## src/cssx_consts.svh

```systemverilog
// Summary of operation
// - Compare immediate sets five flags, one cycle
// - Register bit clear skips next instruction
// - Register bit set skips next instruction
// - I/O bit clear skips next instruction
// - I/O bit set skips next instruction
// - Flag set branches to PC plus offset plus one
// - Flag clear branches to PC plus offset plus one
`ifndef CSSX_CONSTS_SVH
`define CSSX_CONSTS_SVH

// APB register byte offsets
`define CSSX_OFS_CTRL 8'h00
`define CSSX_OFS_STATUS 8'h04
`define CSSX_OFS_PC 8'h08
`define CSSX_OFS_INFO 8'h0C

// Field positions
`define CSSX_CTRL_ENABLE 0
`define CSSX_FLAG_C 0
`define CSSX_FLAG_Z 1
`define CSSX_FLAG_N 2
`define CSSX_FLAG_V 3
`define CSSX_FLAG_H 5
`define CSSX_INFO_BUSY 2

// Reset values
`define CSSX_RST_ENABLE 1'b1
`define CSSX_RST_STATUS 8'h00
`define CSSX_RST_PC 16'h0000

// Cycle counts of one instruction
`define CSSX_CYC_ONE 2'd1
`define CSSX_CYC_TWO 2'd2
`define CSSX_CYC_THREE 2'd3

// Program counter steps
`define CSSX_PC_STEP 16'h0001
`define CSSX_PC_SKIP1 16'h0002
`define CSSX_PC_SKIP2 16'h0003

`endif

```

## src/cssx_pkg.sv

```systemverilog
package cssx_pkg;

	// Instruction classes handled by this unit
	typedef enum logic [2:0] {
		cssx_compare_immediate,
		cssx_skip_if_reg_bit_clear,
		cssx_skip_if_reg_bit_set,
		cssx_skip_if_io_bit_clear,
		cssx_skip_if_io_bit_set,
		cssx_branch_if_flag_set,
		cssx_branch_if_flag_clear
	} cssx_op_type;

	// One issued instruction with operands already fetched by the core
	typedef struct packed {
		cssx_op_type op;
		logic [7:0] reg_value;     // Destination or source_operand register value
		logic [7:0] immediate;     // Compare constant
		logic [2:0] bit_sel;       // Bit index, or status_register flag index
		logic [7:0] io_value;      // Value read from the addressed I/O location
		logic [6:0] offset;        // Signed branch offset in words
		logic next_two_word;       // Following instruction is two words long
	} cssx_issue_type;

	// Whole state of the unit
	typedef struct packed {
		logic enable;
		logic [7:0] status_register;
		logic [15:0] pc;
		logic [1:0] wait_cnt;
		logic [1:0] last_cycles;
		logic [31:0] prdata;
		logic slverr;
	} cssx_state_type;

endpackage

```

## src/cssx_exec.sv

```systemverilog
`timescale 1ns/10ps
`default_nettype none
`include "cssx_consts.svh"

module cssx_exec
	import cssx_pkg::*;
#(
	parameter int PC_W = 16
) (
	// Clock and reset
	input wire logic pclk,
	input wire logic presetn,
	// APB slave
	input wire logic psel,
	input wire logic penable,
	input wire logic pwrite,
	input wire logic [7:0] paddr,
	input wire logic [31:0] pwdata,
	output logic [31:0] prdata,
	output logic pready,
	output logic pslverr,
	// Instruction issue
	input wire logic issue_valid,
	input wire cssx_issue_type issue,
	output logic issue_ready,
	// Core state
	output logic [15:0] pc,
	output logic [7:0] status_register,
	output logic busy
);

	// The struct fixes the counter at 16 bits; other widths are refused
	if (PC_W != 16) begin : g_pc_w_check
		$error("cssx_exec: PC_W must be 16");
	end

	cssx_state_type state_reg; // Registered state
	cssx_state_type state_next; // Next state
	logic accept; // Instruction taken this cycle
	logic apb_setup; // APB setup phase
	logic apb_write; // APB write takes effect

	// Handshakes
	assign apb_setup = psel && !penable;
	assign pready = psel && penable;
	assign apb_write = pready && pwrite;
	assign busy = (state_reg.wait_cnt != 2'd0);
	// A skip or branch holds issue off for its extra cycles
	assign issue_ready = state_reg.enable && !busy;
	assign accept = issue_valid && issue_ready;

	// Outputs straight from state, except pslverr, which is gated by pready
	assign prdata = state_reg.prdata;
	assign pslverr = pready && state_reg.slverr;
	assign pc = state_reg.pc;
	assign status_register = state_reg.status_register;

	// Next-state logic: APB first, execution after so that it wins a same-cycle clash
	always_comb begin
		logic [7:0] diff;
		logic rd7;
		logic k7;
		logic taken;
		logic [1:0] cycles;
		diff = 8'h00;
		rd7 = 1'b0;
		k7 = 1'b0;
		taken = 1'b0;
		cycles = `CSSX_CYC_ONE;
		state_next = state_reg;

		// Read data latched in setup so it comes from a flip-flop in access
		if (apb_setup) begin
			state_next.slverr = 1'b0;
			unique case (paddr)
				`CSSX_OFS_CTRL: begin
					state_next.prdata = {31'h0000_0000, state_reg.enable};
				end
				`CSSX_OFS_STATUS: begin
					state_next.prdata = {24'h00_0000, state_reg.status_register};
				end
				`CSSX_OFS_PC: begin
					state_next.prdata = {16'h0000, state_reg.pc};
				end
				`CSSX_OFS_INFO: begin
					state_next.prdata = {29'h0000_0000, busy, state_reg.last_cycles};
				end
				default: begin
					// Unmapped: zero data and an error answer
					state_next.prdata = 32'h0000_0000;
					state_next.slverr = 1'b1;
				end
			endcase
		end

		// Register writes
		if (apb_write) begin
			unique case (paddr)
				`CSSX_OFS_CTRL: begin
					state_next.enable = pwdata[`CSSX_CTRL_ENABLE];
				end
				`CSSX_OFS_STATUS: begin
					state_next.status_register = pwdata[7:0];
				end
				`CSSX_OFS_PC: begin
					state_next.pc = pwdata[15:0];
				end
				default: begin
					// Read-only or unmapped: write ignored
				end
			endcase
		end

		// Extra cycles of a taken skip or branch run down here
		if (busy) begin
			state_next.wait_cnt = state_reg.wait_cnt - 2'd1;
		end

		// Execute the accepted instruction
		if (accept) begin
			state_next.pc = state_reg.pc + `CSSX_PC_STEP;
			unique case (issue.op)
				cssx_compare_immediate: begin
					// Subtract only; the result is never stored
					diff = issue.reg_value - issue.immediate;
					rd7 = issue.reg_value[7];
					k7 = issue.immediate[7];
					state_next.status_register[`CSSX_FLAG_Z] = (diff == 8'h00);
					state_next.status_register[`CSSX_FLAG_N] = diff[7];
					state_next.status_register[`CSSX_FLAG_V] =
						(rd7 && !k7 && !diff[7]) || (!rd7 && k7 && diff[7]);
					state_next.status_register[`CSSX_FLAG_C] =
						(!rd7 && k7) || (k7 && diff[7]) || (diff[7] && !rd7);
					state_next.status_register[`CSSX_FLAG_H] =
						(!issue.reg_value[3] && issue.immediate[3])
						|| (issue.immediate[3] && diff[3])
						|| (diff[3] && !issue.reg_value[3]);
				end
				cssx_skip_if_reg_bit_clear: begin
					taken = !issue.reg_value[issue.bit_sel];
				end
				cssx_skip_if_reg_bit_set: begin
					taken = issue.reg_value[issue.bit_sel];
				end
				cssx_skip_if_io_bit_clear: begin
					taken = !issue.io_value[issue.bit_sel];
				end
				cssx_skip_if_io_bit_set: begin
					taken = issue.io_value[issue.bit_sel];
				end
				cssx_branch_if_flag_set: begin
					taken = state_reg.status_register[issue.bit_sel];
				end
				cssx_branch_if_flag_clear: begin
					taken = !state_reg.status_register[issue.bit_sel];
				end
				default: begin
					// Unused class code: treated as a plain one-cycle step
				end
			endcase
			// Taken skips and branches leave the flags alone
			if (taken) begin
				if (issue.op == cssx_branch_if_flag_set || issue.op == cssx_branch_if_flag_clear) begin
					// Offset is sign-extended to the counter width
					state_next.pc = state_reg.pc + {{9{issue.offset[6]}}, issue.offset}
						+ `CSSX_PC_STEP;
					cycles = `CSSX_CYC_TWO;
				end else if (issue.next_two_word) begin
					state_next.pc = state_reg.pc + `CSSX_PC_SKIP2;
					cycles = `CSSX_CYC_THREE;
				end else begin
					state_next.pc = state_reg.pc + `CSSX_PC_SKIP1;
					cycles = `CSSX_CYC_TWO;
				end
			end
			state_next.wait_cnt = cycles - 2'd1;
			state_next.last_cycles = cycles;
		end
	end

	// State register
	always_ff @(posedge pclk or negedge presetn) begin
		if (!presetn) begin
			state_reg.enable <= `CSSX_RST_ENABLE;
			state_reg.status_register <= `CSSX_RST_STATUS;
			state_reg.pc <= `CSSX_RST_PC;
			state_reg.wait_cnt <= 2'd0;
			state_reg.last_cycles <= 2'd0;
			state_reg.prdata <= 32'h0000_0000;
			state_reg.slverr <= 1'b0;
		end else begin
			state_reg <= state_next;
		end
	end

	// Helper terms for the checks below
	logic acc_clean; // Accept with no APB write in the same cycle
	logic reg_bit; // Selected register bit
	logic io_bit; // Selected I/O bit
	logic flag_bit; // Selected status flag
	assign acc_clean = accept && !apb_write;
	assign reg_bit = issue.reg_value[issue.bit_sel];
	assign io_bit = issue.io_value[issue.bit_sel];
	assign flag_bit = status_register[issue.bit_sel];
endmodule // cssx_exec
`default_nettype wire

```

## config.mk

```make
export PLATFORM = sky130hd
export DESIGN_NAME = cssx_exec
export DESIGN_NICKNAME = d
export VERILOG_FILES = /design/src/cssx_pkg.sv /design/src/cssx_exec.sv
export VERILOG_INCLUDE_DIRS = /design/src
export SDC_FILE = /design/constraint.sdc
export NUM_CORES = 1
export LEC_CHECK = 0
export BUFFER_PORTS_ARGS = -buffer_cell sky130_fd_sc_hd__buf_2
export CORE_UTILIZATION = 35
export CTS_CLUSTER_SIZE = 16
export DETAILED_ROUTE_END_ITERATION = 12
export HOLD_SLACK_MARGIN = 0.03
export PLACE_DENSITY_LB_ADDON = 0.1
export SETUP_SLACK_MARGIN = 0.02
export SLEW_MARGIN = 20
export SYNTH_ARGS = -nofsm -noshare
export SYNTH_HDL_FRONTEND = slang
export SYNTH_SLANG_ARGS = --single-unit
```

## constraint.sdc

```tcl
create_clock -name pclk -period 3.8 [get_ports pclk]
set_input_delay 0.19 -clock pclk [delete_from_list [all_inputs] [get_ports pclk]]
set_output_delay 0.19 -clock pclk [all_outputs]
set_load 0.01 [all_outputs]
```

==> impl_results.md <==
* Main synth FF type: dfrtp_1
* Vias in the first global route at 4,153
* Max_slew headroom at 40.8%
* Worst Setup End Kind: flip-flop
* Max Cap Viol at 0
* Finished Cell Area at 0.00532 mm²
* Via count at 4,082
* Sw frac at 33.9%
* Worst Tran Pin Value at 0.886 ns
* First-pass GRT wire length at 21.1 mm
* Worst-case clock buffer depth at 2
* Fill cells at 1,414
* DR vias/cell at 5.16
* GRT Total Usage at 18.5%
* Placed instance count at 782
* Largest net degree at the start of global routing at 47
* Die width at 120 µm
* Synthesized area at 0.00484 mm²
* Worst r2r dst: pc[14]
* Worst-skew pair later-pin latency at 0.28 ns
* Post-synth EDFFs at 0
* Placer Congestion at 0.800
* Endpoints failing setup at 0
* Multi-input logic area at 0.00304 mm²
* Final setup skew at 0.00705 ns
* Worst path cell trace: inv_1, ha_1, inv_1, fa_1, a211oi_1, o21ai_0, a21oi_1, o221ai_1, a31oi_1, xnor2_1, mux2i_1, o211ai_1
* NetSw at 0.560 mW
* Most frequent CP cell: inv_1
* WHS at 0.160 ns
* CTS Buf Count at 5
* CTS tree: built
* Mapped Cells at 552
* Startpoint Class: flip-flop
* Clock power frac at 29.5%
* Syn_area_per_cell at 8.77 µm²
* DIE AREA at 0.0143 mm²
* Final Max Tran Viols at 0
* Cell taking the most area after synthesis: dfrtp_1
* ANT cells at 0
* Asr flop ratio synth at 100%
* CP max stage cell: fa_1
* Worst Hold End: pc[14]
* Power per cell area at 311 mW/mm²
* CTS sink count at 46
* Post-synth top area share at 23.3%
* Top area cells in the synthesized netlist: dfrtp_1 (23%), buf_4 (8.7%), ha_1 (7.2%), a21oi_1 (3.8%), mux2_2 (3.5%)
* I/O pin count at 144
* Post-synthesis sequential area ratio at 23.8%
* Top cells by count, synth: buf_4 (56), dfrtp_1 (45), nand2_1 (39), nor2_1 (39), a21oi_1 (37)
* DRC Markers at 0
* R2R depth at 12
* Gate power share at 35.3%
* Area after DPL at 0.00514 mm²
* Count leader, synth: buf_4
* Final Hold Viols at 0
* Period utilization at 78.2%
* Hold Path Class: primary input to flip-flop
* Fmax at 0.337 GHz
* CORE AREA at 0.0133 mm²
* Count of unique library cells instantiated by Yosys at 77
* Hold wc startpoint: pwdata[14]
* Buf+Inv Stages, Crit Path at 2
* Finished Layout Cells at 791
* Post-CTS setup buffers at 0
* GR Overflow Total at 0
* Crit Path Class: flip-flop to flip-flop
* Worst Path Max Fanout at 3
* Leakage at 2.65 nW
* Initial core utilization at 36.3%
* Critical path data arrival time at 3.12 ns
* Synth warnings at 0
* Max incr delay on CP at 0.42 ns
* Hold Path Depth at 3
* Root buffer cell: clkbuf_16
* Die height at 120 µm
* Row count at 42
* Post-route ant nets at 0
* CTS HTree Levels at 2
* Reg-to-Reg Start: pc[0]
* Initial antenna violation count at 0
* Synth Register Bits at 46
* Clock-pin slew on the worst setup and hold paths at 0.06 ns
* First DRT Iteration DRCs at 228
* Port bufs at 111
* Fraction of layout instances using a drive strength above 1 at 27.0%
* Outcome: complete, no violations
* Pre-CTS WS at 0.824 ns
* Min cycle time layout at 2.97 ns
* DRT Wirelength at 12.8 mm
* # hold bufs at CTS at 0
* Layout area overhead at 9.77%
* P_int at 1.09 mW
* Worst setup margin at 0.830 ns
* Part of the power in registers at 35.1%
* Drt pass-1 iters at 4
* Wire per inst at 16.2 µm
* Unrepaired setup endpoints after global routing: no
* FF/Latch Area at 0.00115 mm²
* Nets at 730
* VDD IR-drop max at 0.157 mV
* # resized after CTS at 0
* Setup TNS at 0 ns
* Flop2flop setup slack at 0.83 ns
* Top flop regs: pc: 16 flops, prdata: 16 flops, status_register: 8 flops
* Crit-path leading delay family: compound AO/OA/AOI/OAI gates
* Detailed placer's ending HPWL at 10.3 mm
* Critical Path RT at 3.95 ns
[power by group through the flow]
stage	registers [mW]	logic, mW	clock network (mW)
after floorplan	0.555	0.494	0
after global placement	0.592	0.582	0
after detailed placement	0.592	0.588	0
after CTS	0.583	0.591	0.503
after global routing	0.589	0.660	0.523
final	0.581	0.585	0.489
[routing by layer]
layer  global-route usage, %  part of all wire, %
met5                       0                    0
met2                    32.4                   48
met3                    2.38                  4.2
met4                    2.97                 0.48
met1                    24.7                   47
[metrics by stage]
step	utilization (%)	total power [mW]
2_1_floorplan	-	1.05
3_5_place_dp	38.5	1.18
3_3_place_gp	38.5	1.17
4_1_cts	39.7	1.68
5_1_grt	39.8	1.77
6_report	39.8	1.65
[logic make-up (layout without fill, tap and decap cells)]
kind of cell / after synthesis / after routing / synth area share (%)
and+or+nand+nor: 153 / 153 / 15.7
AOI/OAI and AO/OA: 148 / 148 / 21.4
buffers and inverters: 107 / 155 / 14.7
DFF: 46 / 46 / 23.8
muxes: 39 / 39 / 10.8
adders and majority gates: 32 / 32 / 8.89
xor gates and xnor gates: 26 / 26 / 4.70
other: 1 / 16 / 0.0774
[tightest hold or removal path: stages]
cell and delay [ns]:
buf_2 0.09, a21oi_1 0.05, o211ai_1 0.07
[final cells by class]
type,instances,share of cell area (%)
flip-flops and latches,46,21.7
repair buffers,124,12.4
well taps,176,4.14
clock buffers,7,2.50
multi-input cells,414,57.1
clock inverters,1,0.565
inverters,23,1.62
[layout by cell type, fill, tap and decap left out, drive strengths merged, types with 7 or more instances in the layout]
cell type  count
a22o          11
mux2          15
xor2          11
a22oi          9
a21oi         38
clkbuf         7
o31ai          7
buf          123
a21o           8
nand2         40
nor2          40
mux4           7
inv           23
a211oi         9
nor2b         14
nor3           8
nand3         13
o21ai         26
dfrtp         45
mux2i         17
conb          16
and3           8
xnor2         15
ha            28
[worst max path at each step]
stage / start / end / cells past startpoint
6_report: pc[0] / pc[14] / 12
2_1_floorplan: pc[0] / pc[14] / 12
3_3_place_gp: issue[17] / pc[5] / 9
4_1_cts: pc[0] / pc[14] / 12
5_1_grt: pc[0] / pc[14] / 12
3_5_place_dp: issue[17] / pc[5] / 9
Note: power is estimated with default switching activity, not from simulation.
